### config.mk
export PLATFORM = sky130hd
export DESIGN_NAME = anp_regs
export DESIGN_NICKNAME = d
export VERILOG_FILES = /design/src/logic/anp_pkg.sv /design/src/logic/anp_regs.sv
export VERILOG_INCLUDE_DIRS = /design/src /design/src/logic
export SDC_FILE = /design/constraint.sdc
export NUM_CORES = 1
export LEC_CHECK = 0
export ABC_AREA = 1
export BUFFER_PORTS_ARGS = -buffer_cell sky130_fd_sc_hd__buf_2
export CAP_MARGIN = 20
export CELL_PAD_IN_SITES_DETAIL_PLACEMENT = 1
export CELL_PAD_IN_SITES_GLOBAL_PLACEMENT = 2
export CORE_MARGIN = 1
export CORE_UTILIZATION = 25
export DETAILED_ROUTE_END_ITERATION = 10
export HOLD_SLACK_MARGIN = 0.02
export PLACE_DENSITY = 0.89
export SYNTH_ARGS = -nofsm -noshare
export SYNTH_HDL_FRONTEND = slang
export SYNTH_SLANG_ARGS = --single-unit
export TNS_END_PERCENT = 50
### constraint.sdc
create_clock -name mclk -period 1.05 [get_ports mclk]
set_clock_uncertainty 0.1 [all_clocks]
set_input_delay 0.0525 -clock mclk [delete_from_list [all_inputs] [get_ports mclk]]
set_output_delay 0.0525 -clock mclk [all_outputs]
set_load 0.05 [all_outputs]
### src/logic/anp_params.svh
// offsets, field positions, reset values for the negotiation result registers
// assumes inclusion by the register bank and its package only
`ifndef ANP_PARAMS_SVH
`define ANP_PARAMS_SVH

`define ANP_OFS_ABILITY     5'h05
`define ANP_OFS_EXPANSION   5'h06
`define ANP_OFS_XPAGE_TX    5'h07

// partner ability fields
`define ANP_AB_NEXT_PAGE    15
`define ANP_AB_ACK          14
`define ANP_AB_FAR_FAULT    13
`define ANP_AB_RSVD         12
`define ANP_AB_ASYM_PAUSE   11
`define ANP_AB_PAUSE        10
`define ANP_AB_TECH_HI      9
`define ANP_AB_TECH_LO      5
`define ANP_AB_SEL_HI       4
`define ANP_AB_SEL_LO       0
`define ANP_AB_RESET        16'h0000

// expansion fields
`define ANP_EX_LOC_KNOWN    6
`define ANP_EX_STORE_PLACE  5
`define ANP_EX_PD_FAULT     4
`define ANP_EX_LP_XPAGE     3
`define ANP_EX_LOC_XPAGE    2
`define ANP_EX_PAGE_RX      1
`define ANP_EX_LP_AN        0

// extra page transmit fields
`define ANP_TX_NEXT_PAGE    15
`define ANP_TX_ACK          14
`define ANP_TX_MSG_PAGE     13
`define ANP_TX_COMPLY       12
`define ANP_TX_ALT          11
`define ANP_TX_CODE_HI      10
`define ANP_TX_CODE_LO      0
`define ANP_TX_NP_RESET     1'b0
`define ANP_TX_MP_RESET     1'b1
`define ANP_TX_CPL_RESET    1'b0
`define ANP_TX_ALT_RESET    1'b0
`define ANP_TX_CODE_RESET   11'h001

`endif

### src/logic/anp_pkg.sv
// types shared by the negotiation result register bank
// assumes anp_params.svh is on the include path
package anp_pkg;
   `include "anp_params.svh"

   typedef logic [4:0]  anp_addr_t;
   typedef logic [15:0] anp_word_t;

   typedef enum logic [1:0] {
      ANP_SEL_NONE,
      ANP_SEL_ABILITY,
      ANP_SEL_EXPANSION,
      ANP_SEL_XPAGE_TX
   } anp_sel_t;
endpackage

### src/logic/anp_regs.sv
// negotiation result bank: partner ability, expansion and extra page transmit
// assumes the negotiation engine runs on mclk and drives its event strobes
// as one-cycle pulses; register port is a plain strobe bus with read data
// one cycle after the read strobe
//
// Added by the designer: strobed register access.
`timescale 1ns/100ps
`include "anp_params.svh"

module anp_regs #(
   parameter int DATA_W = 16,
   parameter int ADDR_W = 5
) (
   input  wire logic              mclk,
   input  wire logic              sys_rst,
   // register port
   input  wire anp_pkg::anp_addr_t reg_addr,
   input  wire anp_pkg::anp_word_t reg_wdata,
   input  wire logic              reg_wr,
   input  wire logic              reg_rd,
   output anp_pkg::anp_word_t     reg_rdata,
   // negotiation engine, same clock
   input  wire logic              page_rx_stb,
   input  wire logic              page_rx_base,
   input  wire anp_pkg::anp_word_t page_rx_word,
   input  wire logic              burst_ack_stb,
   input  wire logic              burst_ack_val,
   input  wire logic              an_complete,
   input  wire logic              pd_fault_stb,
   input  wire logic              partner_negotiation_capable,
   input  wire logic              local_ack,
   input  wire logic              page_tx_stb,
   input  wire logic              page_tx_toggle,
   // page handed to the transmitter
   output anp_pkg::anp_word_t     xpage_word,
   output logic                   xpage_request
);
   import anp_pkg::*;

   // the field map is fixed: 16-bit words, 5-bit register index
   if (DATA_W != 16) begin : g_bad_data_w
      $error("anp_regs: DATA_W must be 16");
   end
   if (ADDR_W != 5) begin : g_bad_addr_w
      $error("anp_regs: ADDR_W must be 5");
   end
   // every field position must land inside the word
   if (`ANP_AB_NEXT_PAGE >= DATA_W || `ANP_TX_NEXT_PAGE >= DATA_W) begin : g_bad_field
      $error("anp_regs: field position beyond word width");
   end
   // reset constants must be exactly as wide as their fields
   if ($bits(`ANP_AB_RESET) != DATA_W) begin : g_bad_ab_reset
      $error("anp_regs: ability reset value width mismatch");
   end
   if ($bits(`ANP_TX_CODE_RESET) != `ANP_TX_CODE_HI - `ANP_TX_CODE_LO + 1) begin : g_bad_code
      $error("anp_regs: code reset value width mismatch");
   end

   localparam logic [4:0] TECH_W = 5'(`ANP_AB_TECH_HI - `ANP_AB_TECH_LO + 1);

   // technology abilities, one bit per ability, wire order kept
   logic [TECH_W-1:0] tech_rx;
   for (genvar gi = 0; gi < TECH_W; gi++) begin : g_tech
      assign tech_rx[gi] = page_rx_word[`ANP_AB_TECH_LO + gi];
   end

   // selector bits taken as sent; no decoding of the protocol here
   logic [`ANP_AB_SEL_HI-`ANP_AB_SEL_LO:0] selector_rx;
   for (genvar gs = 0; gs <= `ANP_AB_SEL_HI - `ANP_AB_SEL_LO; gs++) begin : g_sel
      assign selector_rx[gs] = page_rx_word[`ANP_AB_SEL_LO + gs];
   end

   // partner ability state
   anp_word_t  partner_ability_q;
   anp_word_t  partner_ability_d;

   // expansion state
   logic       parallel_detect_fault_q;
   logic       parallel_detect_fault_d;
   logic       partner_extra_page_capable_q;
   logic       partner_extra_page_capable_d;
   logic       page_rx_q;
   logic       page_rx_d;
   logic       partner_an_q;
   logic       partner_an_d;

   // extra page transmit state
   logic        next_page_flag_q;
   logic        next_page_flag_d;
   logic        message_page_flag_q;
   logic        message_page_flag_d;
   logic        comply_confirm_bit_q;
   logic        comply_confirm_bit_d;
   logic        alternation_bit_q;
   logic        alternation_bit_d;
   logic        local_ack_q;
   logic        local_ack_d;
   logic [10:0] code_q;
   logic [10:0] code_d;

   // bus outputs
   anp_word_t  rdata_q;
   anp_word_t  rdata_d;
   anp_word_t  xword_q;
   anp_word_t  xword_d;
   logic       xreq_q;
   logic       xreq_d;

   anp_sel_t   sel;
   anp_word_t  expansion_view;
   anp_word_t  xpage_view;
   logic       capture_base;

   // address decode
   // unmapped indices read zero and swallow writes
   always_comb begin
      unique case (reg_addr)
         `ANP_OFS_ABILITY:   sel = ANP_SEL_ABILITY;
         `ANP_OFS_EXPANSION: sel = ANP_SEL_EXPANSION;
         `ANP_OFS_XPAGE_TX:  sel = ANP_SEL_XPAGE_TX;
         default:            sel = ANP_SEL_NONE;
      endcase
   end

   // partner ability: base pages only; extra pages never land here
   always_comb begin
      // local device is always extra page able, so the post-completion
      // rewrite is allowed; kept explicit in case that constant changes
      capture_base = page_rx_stb && page_rx_base;
      if (an_complete && !local_extra_page_capable()) begin
         capture_base = 1'b0;
      end
      partner_ability_d = partner_ability_q;
      if (capture_base) begin
         partner_ability_d[`ANP_AB_NEXT_PAGE] =
            page_rx_word[`ANP_AB_NEXT_PAGE];
         partner_ability_d[`ANP_AB_ACK] = page_rx_word[`ANP_AB_ACK];
         partner_ability_d[`ANP_AB_FAR_FAULT] =
            page_rx_word[`ANP_AB_FAR_FAULT];
         partner_ability_d[`ANP_AB_ASYM_PAUSE] =
            page_rx_word[`ANP_AB_ASYM_PAUSE];
         partner_ability_d[`ANP_AB_PAUSE] =
            page_rx_word[`ANP_AB_PAUSE];
         partner_ability_d[`ANP_AB_TECH_HI:`ANP_AB_TECH_LO] = tech_rx;
         partner_ability_d[`ANP_AB_SEL_HI:`ANP_AB_SEL_LO]   = selector_rx;
      end
      // acknowledge follows every burst, later than the page capture
      if (burst_ack_stb) begin
         partner_ability_d[`ANP_AB_ACK] = burst_ack_val;
      end
      // reserved bit never takes a value from the wire
      partner_ability_d[`ANP_AB_RSVD] = 1'b0;
   end

   function automatic logic local_extra_page_capable();
      return 1'b1;
   endfunction

   always_ff @(posedge mclk) begin
      if (sys_rst) begin
         partner_ability_q <= `ANP_AB_RESET;
      end else begin
         partner_ability_q <= partner_ability_d;
      end
   end

   // expansion status; read of this register clears the latched flags,
   // but an event in the same cycle wins so it is never lost
   always_comb begin
      logic rd_exp;
      rd_exp = reg_rd && (sel == ANP_SEL_EXPANSION);

      page_rx_d = page_rx_q;
      if (rd_exp) begin
         page_rx_d = 1'b0;
      end
      if (page_rx_stb) begin
         page_rx_d = 1'b1;
      end

      parallel_detect_fault_d = parallel_detect_fault_q;
      if (rd_exp) begin
         parallel_detect_fault_d = 1'b0;
      end
      if (pd_fault_stb) begin
         parallel_detect_fault_d = 1'b1;
      end

      partner_extra_page_capable_d = partner_extra_page_capable_q;
      if (page_rx_stb && page_rx_base) begin
         partner_extra_page_capable_d =
            page_rx_word[`ANP_AB_NEXT_PAGE];
      end

      partner_an_d = partner_negotiation_capable;
   end

   always_ff @(posedge mclk) begin
      if (sys_rst) begin
         page_rx_q                    <= 1'b0;
         parallel_detect_fault_q      <= 1'b0;
         partner_extra_page_capable_q <= 1'b0;
         partner_an_q                 <= 1'b0;
      end else begin
         page_rx_q                    <= page_rx_d;
         parallel_detect_fault_q      <= parallel_detect_fault_d;
         partner_extra_page_capable_q <= partner_extra_page_capable_d;
         partner_an_q                 <= partner_an_d;
      end
   end

   always_comb begin
      // bits 6, 5 and 2 are fixed, so they need no flop
      expansion_view = 16'h0000;
      expansion_view[`ANP_EX_LOC_KNOWN]   = 1'b1;
      expansion_view[`ANP_EX_STORE_PLACE] = 1'b1;
      expansion_view[`ANP_EX_PD_FAULT]    = parallel_detect_fault_q;
      expansion_view[`ANP_EX_LP_XPAGE]    = partner_extra_page_capable_q;
      expansion_view[`ANP_EX_LOC_XPAGE]   = local_extra_page_capable();
      expansion_view[`ANP_EX_PAGE_RX]     = page_rx_q;
      expansion_view[`ANP_EX_LP_AN]       = partner_an_q;
   end

   // extra page transmit: software owns request, message, comply, code;
   // hardware owns acknowledge and alternation
   always_comb begin
      logic wr_tx;
      wr_tx = reg_wr && (sel == ANP_SEL_XPAGE_TX);

      next_page_flag_d     = next_page_flag_q;
      message_page_flag_d  = message_page_flag_q;
      comply_confirm_bit_d = comply_confirm_bit_q;
      code_d               = code_q;
      if (wr_tx) begin
         next_page_flag_d     = reg_wdata[`ANP_TX_NEXT_PAGE];
         message_page_flag_d  = reg_wdata[`ANP_TX_MSG_PAGE];
         comply_confirm_bit_d = reg_wdata[`ANP_TX_COMPLY];
         code_d = reg_wdata[`ANP_TX_CODE_HI:`ANP_TX_CODE_LO];
      end

      local_ack_d = local_ack;

      alternation_bit_d = alternation_bit_q;
      if (page_tx_stb) begin
         alternation_bit_d = ~page_tx_toggle;
      end
   end

   always_ff @(posedge mclk) begin
      if (sys_rst) begin
         next_page_flag_q     <= `ANP_TX_NP_RESET;
         message_page_flag_q  <= `ANP_TX_MP_RESET;
         comply_confirm_bit_q <= `ANP_TX_CPL_RESET;
         alternation_bit_q    <= `ANP_TX_ALT_RESET;
         local_ack_q          <= 1'b0;
         code_q               <= `ANP_TX_CODE_RESET;
      end else begin
         next_page_flag_q     <= next_page_flag_d;
         message_page_flag_q  <= message_page_flag_d;
         comply_confirm_bit_q <= comply_confirm_bit_d;
         alternation_bit_q    <= alternation_bit_d;
         local_ack_q          <= local_ack_d;
         code_q               <= code_d;
      end
   end

   always_comb begin
      xpage_view = {next_page_flag_q,
                    local_ack_q,
                    message_page_flag_q,
                    comply_confirm_bit_q,
                    alternation_bit_q,
                    code_q};
   end

   // read port and transmit word; ability and expansion take no writes
   // read data drops to zero after its one cycle, so no stale word lingers
   always_comb begin
      rdata_d = 16'h0000;
      if (reg_rd) begin
         unique case (sel)
            ANP_SEL_ABILITY:   rdata_d = partner_ability_q;
            ANP_SEL_EXPANSION: rdata_d = expansion_view;
            ANP_SEL_XPAGE_TX:  rdata_d = xpage_view;
            ANP_SEL_NONE:      rdata_d = 16'h0000;
         endcase
      end
      // word follows the next cycle's state so software writes reach the
      // transmitter one cycle after the write strobe
      xword_d = {next_page_flag_d,
                 local_ack_d,
                 message_page_flag_d,
                 comply_confirm_bit_d,
                 alternation_bit_d,
                 code_d};
      xreq_d = next_page_flag_d;
   end

   always_ff @(posedge mclk) begin
      if (sys_rst) begin
         rdata_q <= 16'h0000;
         // must match the register's reset view, bit for bit
         xword_q <= {`ANP_TX_NP_RESET, 1'b0, `ANP_TX_MP_RESET,
                     `ANP_TX_CPL_RESET, `ANP_TX_ALT_RESET,
                     `ANP_TX_CODE_RESET};
         xreq_q  <= `ANP_TX_NP_RESET;
      end else begin
         rdata_q <= rdata_d;
         xword_q <= xword_d;
         xreq_q  <= xreq_d;
      end
   end

   assign reg_rdata     = rdata_q;
   assign xpage_word    = xword_q;
   assign xpage_request = xreq_q;

   // TECH_W documents the width of the technology group
   if (TECH_W != 5'd5) begin : g_bad_tech_w
      $error("anp_regs: technology field width mismatch");
   end
endmodule

==> flow_summary.ini, run 1 <==
[drt]
wire_per_inst_um = 13.0
dr.max_layer_used = met4
drc = 0
drt_iter0_drc = 37
via_per_inst = 4.29
wl_met1_um = 2910
vias = 2115
firstDrtPassIters = 4
wl_met3_um = 236
routed_wl_um = 6400
ant_nets = 0
met2RoutedLength_um = 3170

[floorplanning]
dieArea_mm2 = 0.00832
ios = 84
die_h_um = 91.2
rows = 32
coreArea_mm2 = 0.00773
start_util_pct = 25.7
die_w_um = 91.2

[clock_tree]
clk_latency_ns = 0.30
cts_tree = built
clock-sinks = 50
clockBufferDepth = 2
numCtsBuffers = 5
htree_num_levels = 2
post_cts_buffers = 0
clock-root-buffer = clkbuf_8
clk_pin_slew_ns = 0.09

[worst_setup_path]
required_ns = 0.90
path_max_fanout = 1
crit_type = register to primary output
crit_arrival_ns = 0.86
worstReg2RegEnd = reg_rdata[2]
rr_worst_depth = 2
cpPeakStageDelay_ns = 0.33
cpMaxStageDelayCell = dfxtp_1
critPathCapture = reg_rdata[8]
path_cells = clkbuf_4
crit_family = flip-flops
endpoint_kind = primary output
cp.depth = 1
crit_start = reg_rdata[8]
startpoint_type = register
r2r-start = code_q[2]
ff2ff_setup_slack_ns = 0.20
path_buf_inv = 1

[worst_hold_path]
hold_path.class = input port to register

[grt]
grt_max_degree = 21
grt.overflow.total = 0
grt_pass1_vias = 2123
antenna_found_initial = 0
grt_first_pass_wirelength_um = 10300
grt_usage_pct = 15.8

[sta]
max_freq_ghz = 0.985
worst_hold_slack_ns = 0.118
setup_slack_ns = 0.0346
slew_viol_final = 0
relSlewSlack_pct = 68.0
hold_viol = 0
setup_viol = 0
fin_crit_sh_pct = 96.7
fin_crit_ns = 1.02
worstMarginPinSlew_ns = 0.479

[final_layout]
layout_common_cells = 56 x nor2_1, 46 x buf_2, 41 x nand2_1, 41 x nand3_1, 39 x dlygate4sd3_1
fin_area_mm2 = 0.00327
n_antenna_cell = 0
drive_gt1_share_pct = 30.2
stdcell_count = 493
area_growth_pct = 64.3
final_common_cell = nor2_1
layout.nets = 441

[placed_design]
io_buffers = 79
dpl_cell_area_mm2 = 0.00256
dpl.hpwl_um = 4500
gp_congestion = 0.798
placedCellCount = 446
pre_cts_ws_ns = -0.111

[synthesis]
syn_nets = 322
ys_seq_elements = 50
synth_largest_area_cell = dfxtp_1
syn_area_per_cell_um2 = 7.34
synthTopCellsByArea = dfxtp_1 50%, nor2_1 11%, nand3_1 10%, nand2_1 7.7%, inv_1 5.5%
yosysSeqAreaShare_pct = 50.3
yosysTopAreaCellShare_pct = 50.3
syn_area_mm2 = 0.00199
yosysUniqueCellTypes = 15
syn_inst = 271
yosysWarnings = 0

[power]
power_density_mw_per_mm2 = 1280
ir_drop_uv = 551
p_leak_nw = 1.56

[flow_run]
cap_violations = 0

[outcome]
status = completed
cell type report:
cell class                 instances  area [µm²]
fill                             946        4460
clock buffer                       6        82.6
timing repair buffer             130        1090
inverter                          29         109
tap                              102         128
clock inverter                     2        60.1
sequential                        50        1030
multi-input combinational        174         771
worst min-delay path: cells and delay by family:
family / cells / cell delay (ns)
simple gates: 2 / 0.16
buf+inv: 4 / 0.28
worst min path at each step:
stage	startpoint	end	slack, ns	cells past startpoint
floorplan	sys_rst	page_rx_q	0.02	1
global placement	page_tx_toggle	xpage_word[11]	0.14	2
detailed placement	page_tx_stb	xpage_word[11]	0.14	2
CTS	reg_addr[4]	reg_rdata[12]	0.12	5
global route	reg_addr[4]	reg_rdata[12]	0.14	5
finish	sys_rst	reg_rdata[0]	0.12	6
sequential cells by signal, summed over array words and instances (netlist names):
| signal | cells |
|---|---|
| partner_an_q | 1 |
| partner_ability_q | 15 |
| parallel_detect_fault_q | 1 |
| code_q | 10 |
| reg_rdata | 16 |
| xpage_word | 6 |
| page_rx_q | 1 |
per-stage QoR:
step | TNS (ns) | power (W) | utilization, %
after floorplan | -0.0503 | 0.00224 | -
after global placement | -0.677 | 0.00242 | 33.2
after detailed placement | -1.54 | 0.00243 | 33.2
after CTS | 0 | 0.00421 | 41.5
after global routing | -0.00206 | 0.00436 | 42.3
final | 0 | 0.00418 | 42.3
kinds of logic after synthesis:
kind of cell	share of synthesized area, %
compound gates	8.37
simple gates	30.4
flops	50.3
buf+inv	10.9
routing by layer:
layer	vias to the layer above	track usage [%]
li1	1083	-
met1	972	19.4
met4	0	4.76
met3	6	3.10
met5	-	0
met2	54	27.8
report_power, final:
part	switching, W	internal [W]	leakage (nW)
logic	0.000259	0.000264	1.07
registers	0.0000381	0.00195	0.414
clock network	0.000649	0.00102	0.0714
total	0.000946	0.00323	1.56
synth_stat cells (all sizes together):
library cell,instances
dfxtp,50
o21ai,18
clkbuf,2
nand3,42
nand2,41
a21oi,14
inv,29
a31oi,1
buf,16
nor2,58
timing repair:
item                                   in CTS  in global routing
resized for setup                          41                 22
hold buffers                               39                  0
setup endpoints to repair                  25                 19
endpoints found under the hold margin      34                  0
cloned                                      0                  0
No activity file was read; power rests on OpenSTA's default activity.
==> run 2, diff against run 1 <==
--- a/config.mk
+++ b/config.mk
@@ -16,6 +16,8 @@
 export DETAILED_ROUTE_END_ITERATION = 10
 export HOLD_SLACK_MARGIN = 0.02
 export PLACE_DENSITY = 0.89
+export RECOVER_POWER = 50
+export SLEW_MARGIN = 5
 export SYNTH_ARGS = -nofsm -noshare
 export SYNTH_HDL_FRONTEND = slang
 export SYNTH_SLANG_ARGS = --single-unit
==> run 2 against run 1 <==
  * Worst setup slack about the same
  * Clock-buffer cell count unchanged
  * Register-to-register slack about the same
  * Hold slack about the same
  * Sequential power about the same
  * Highest routed layer unchanged
  * Global-route usage unchanged
  * Critical path depth unchanged
  * Power about the same
  * Critical endpoint unchanged
==> flow_summary.ini, run 2 (synthesis results as in run 1) <==
[worst_setup_path]
crit_arrival_ns = 0.86
crit_type = register to primary output
cpPeakStageDelay_ns = 0.33
path_buf_inv = 1
rr_worst_depth = 2
crit_family = flip-flops
required_ns = 0.90
startpoint_type = register
endpoint_kind = primary output
cp.depth = 1
cpMaxStageDelayCell = dfxtp_1
path_cells = clkbuf_4
path_max_fanout = 1

[floorplanning]
rows = 32
start_util_pct = 25.7
die_h_um = 91.2
coreArea_mm2 = 0.00773
die_w_um = 91.2
ios = 84
dieArea_mm2 = 0.00832

[sta]
fin_crit_ns = 1.02
fin_crit_sh_pct = 96.7
setup_viol = 0
worstMarginPinSlew_ns = 0.479
max_freq_ghz = 0.985
setup_slack_ns = 0.0345
relSlewSlack_pct = 68.0
hold_viol = 0
slew_viol_final = 0

[final_layout]
final_common_cell = nor2_1
drive_gt1_share_pct = 29.4
area_growth_pct = 62.7
layout_common_cells = 56 x nor2_1, 43 x buf_2, 41 x nand2_1, 41 x nand3_1, 39 x dlygate4sd3_1
largest_reg_flops = 16
utilization_pct = 41.9
n_antenna_cell = 0
layout.nets = 441
fin_area_mm2 = 0.00324

[grt]
grt_pass1_vias = 2123
grt.overflow.total = 0
antenna_found_initial = 0
grt_first_pass_wirelength_um = 10300
grt_max_degree = 21
grt_usage_pct = 15.8

[worst_hold_path]
min_path_cells = 5
hold_path.class = input port to register

[drt]
vias = 2113
ant_nets = 0
via_per_inst = 4.29
drc = 0
firstDrtPassIters = 4
routed_wl_um = 6400
wire_per_inst_um = 13.0
drt_iter0_drc = 37

[placed_design]
dpl_cell_area_mm2 = 0.00256
io_buffers = 79
pre_cts_ws_ns = -0.111
gp_congestion = 0.798
dpl.hpwl_um = 4500

[clock_tree]
clockBufferDepth = 2
clk_pin_slew_ns = 0.09
numCtsBuffers = 5
htree_num_levels = 2
cts_tree = built
clock-sinks = 50
clock-root-buffer = clkbuf_8
clk_latency_ns = 0.30

[outcome]
status = completed

[power]
p_leak_nw = 1.54
ir_drop_uv = 551
power_density_mw_per_mm2 = 1290

[flow_run]
cap_violations = 0
==> run 2: cell count changes in the layout (fill, tap and decap cells not counted) <==
cell / delta
clkbuf_4: +1
buf_12: -2
buf_2: -3
clkbuf_2: +1
clkbuf_1: +3
==> run 2: power breakdown <==
group | internal [W] | switching [W]
logic | 0.000260 | 0.000259
clock network | 0.00102 | 0.000649
registers | 0.00195 | 0.0000381
total | 0.00323 | 0.000946
==> run 2: repair_timing <==
item	CTS	global route
cloned	0	0
setup buffers	0	0
endpoints found under the hold margin	34	0
gates resized for setup	41	22
hold buffers	39	0
setup endpoints to repair	25	19
==> run 2: metal layers <==
layer	wire length [µm]	vias up	global-route usage [%]
met5	0	-	0
met4	74	0	4.76
met3	235	6	3.10
met2	3180	52	27.8
met1	2920	972	19.4
li1	-	1083	-
==> run 2: final timing paths <==
kind	start	to	slack [ns]
worst max-delay path	reg_rdata[8]	reg_rdata[8]	0.03
worst min-delay path	reg_addr[4]	reg_rdata[12]	0.12
worst max register to register	code_q[2]	reg_rdata[2]	0.19
worst min register to register	page_rx_q	page_rx_q	0.39
==> run 2: cell type report <==
| type | count | area (µm²) |
|---|---|---|
| Fill cell | 949 | 4490 |
| Timing Repair Buffer | 130 | 1060 |
| Sequential cell | 50 | 1030 |
| Multi-Input combinational cell | 174 | 771 |
| Tap cell | 102 | 128 |
| Inverter | 29 | 109 |
| Clock buffer | 6 | 82.6 |
| Clock inverter | 2 | 60.1 |
==> run 2: worst min-delay path, cell delays in order <==
cell,delay (ns)
buf_2,0.08
inv_1,0.07
buf_12,0.16
nand3_1,0.08
nor2_1,0.04
==> run 2: through the flow <==
stage / total power, W / hold WS (ns) / TNS (ns) / std cells
6_report: 0.00417 / 0.118 / 0 / 493
5_1_grt: 0.00435 / 0.141 / -0.00206 / 493
4_1_cts: 0.00421 / 0.119 / 0 / 493
3_5_place_dp: 0.00243 / 0.141 / -1.54 / 446
3_3_place_gp: 0.00242 / 0.136 / -0.677 / 446
2_1_floorplan: 0.00224 / 0.0216 / -0.0503 / 271
==> run 3, diff against run 2 <==
==> constraint.sdc (replaced) <==
create_clock -name mclk -period 1.1 [get_ports mclk]
set_clock_uncertainty 0.1 [all_clocks]
set_input_delay 0.055 -clock mclk [delete_from_list [all_inputs] [get_ports mclk]]
set_output_delay 0.055 -clock mclk [all_outputs]
set_load 0.05 [all_outputs]
==> run 3 against run 2 <==
  * The flow now finishes with violations (DRC)
  * Highest routed layer unchanged
  * Flip-flop and latch count unchanged
  * First-iteration DRC count increased by 76%
  * Via count increased by 1.7%
  * Sequential share of layout area increased by 0.31 points
  * Critical path depth unchanged
==> flow_summary.ini, run 3 (synthesis results as in run 1) <==
[grt]
grt.overflow.total = 0
antenna_found_initial = 0
grt_pass1_vias = 2147
grt_max_degree = 30
grt_first_pass_wirelength_um = 10500
grt_usage_pct = 16.3

[drt]
ant_nets = 0
routed_wl_um = 6810
firstDrtPassIters = 9
drt_iter0_drc = 65
via_per_inst = 4.34
vias = 2149
drc = 2
wire_per_inst_um = 13.8

[worst_setup_path]
cpPeakStageDelay_ns = 0.35
path_max_fanout = 2
cp.depth = 1
worstReg2RegEnd = reg_rdata[6]
startpoint_type = register
endpoint_kind = primary output
r2r-start = code_q[6]
required_ns = 0.94
ff2ff_setup_slack_ns = 0.24
crit_type = register to primary output
rr_worst_depth = 2
crit_arrival_ns = 0.91
crit_family = flip-flops
path_cells = buf_2
cpMaxStageDelayCell = dfxtp_1
crit_start = xpage_word[14]
path_buf_inv = 1

[sta]
fin_crit_sh_pct = 97.0
fin_crit_ns = 1.07
hold_viol = 0
slew_viol_final = 0
max_freq_ghz = 0.938
relSlewSlack_pct = 78.9
worstMarginPinSlew_ns = 0.317
rsz0062_at_grt = false
setup_viol = 0

[floorplanning]
ios = 84
rows = 32
coreArea_mm2 = 0.00773
dieArea_mm2 = 0.00832
die_h_um = 91.2
die_w_um = 91.2
start_util_pct = 25.7

[final_layout]
final-seq-area_mm2 = 0.00100
area_growth_pct = 57.8
drive_gt1_share_pct = 26.7
multi_input_area_um2 = 771
fin_area_mm2 = 0.00314
largest_reg_flops = 16
layout_common_cells = 58 x buf_2, 54 x nor2_1, 47 x dfxtp_1, 41 x nand2_1, 41 x nand3_1
layout.nets = 443
num-fill-cells = 975
final_common_cell = buf_2
stdcell_count = 495
n_antenna_cell = 0

[clock_tree]
cts_tree = built
htree_num_levels = 2
numCtsBuffers = 5
clk_pin_slew_ns = 0.09
post_cts_buffers = 0
clock-root-buffer = clkbuf_8
clk_latency_ns = 0.30
clock-sinks = 50
clockBufferDepth = 2

[power]
power_density_mw_per_mm2 = 1170
ir_drop_uv = 532
power.total_w = 0.00367
p_leak_nw = 1.54

[placed_design]
gp_congestion = 0.783
io_buffers = 79
dpl.hpwl_um = 4300
dpl_cell_area_mm2 = 0.00255
placedCellCount = 445

[outcome]
violations = DRC
status = finished with violations

[flow_run]
cap_violations = 0

[worst_hold_path]
min_from = sys_rst
hold_path.class = input port to register
min_path_cells = 4
min_to = reg_rdata[2]
[run 3: changes by cell type in the layout (fill, tap and decap cells not counted), moves of 2 or more]
cell,before,now
clkinv_2,0,2
clkbuf_4,9,1
dfxtp_2,14,3
buf_8,2,0
nor2_1,56,54
buf_12,3,5
nor2_2,1,4
clkbuf_2,1,3
dfxtp_4,2,0
buf_6,15,7
dfxtp_1,34,47
buf_2,43,58
[run 3: worst max path at each step]
stage / end / slack (ns)
2_1_floorplan: xpage_word[15] / 0.01
6_report: xpage_word[14] / 0.03
4_1_cts: xpage_word[5] / 0.002
3_3_place_gp: reg_rdata[4] / -0.04
5_1_grt: xpage_word[14] / 0.003
3_5_place_dp: code_q[7] / -0.05
[run 3: area by class of cell]
| class | count | area share (%) |
|---|---|---|
| Inverter | 29 | 3.47 |
| Clock buffer | 5 | 2.19 |
| Multi-Input combinational cell | 174 | 24.6 |
| Tap cell | 102 | 4.07 |
| Sequential cell | 50 | 32.0 |
| Clock inverter | 3 | 1.28 |
| Timing Repair Buffer | 132 | 32.4 |
[run 3: metrics by stage]
step | TNS, ns | utilization (%) | worst slack (ns) | hold slack [ns]
2_1_floorplan | 0 | - | 0.0126 | 0.0241
3_3_place_gp | -0.167 | 33.0 | -0.0430 | 0.139
3_5_place_dp | -0.664 | 33.0 | -0.0544 | 0.142
5_1_grt | 0 | 40.6 | 0.00291 | 0.164
6_report | 0 | 40.6 | 0.0333 | 0.115
4_1_cts | 0 | 40.1 | 0.00205 | 0.0593
[run 3: power breakdown]
part	total, W	leakage, nW	switching (W)	internal (W)
combinational	0.000494	1.07	0.000250	0.000244
sequential	0.00190	0.409	0.0000334	0.00187
clock	0.00127	0.0579	0.000602	0.000670
total	0.00367	1.54	0.000886	0.00278
[run 3: repair_timing]
action	4_1_cts	5_1_grt
pin swaps	0	1
resized for setup	17	13
hold buffers	40	0
cloned	0	3
hold endpoints to repair	36	0
endpoints found under the setup margin	16	10
[run 3: metal layers]
metal / global-route usage (%) / share of wire [%] / vias up
met5: 0 / 0 / -
met3: 3.35 / 4.3 / 6
met1: 19.1 / 42 / 1004
met4: 4.76 / 1.1 / 0
li1: - / - / 1089
met2: 29.8 / 52 / 50
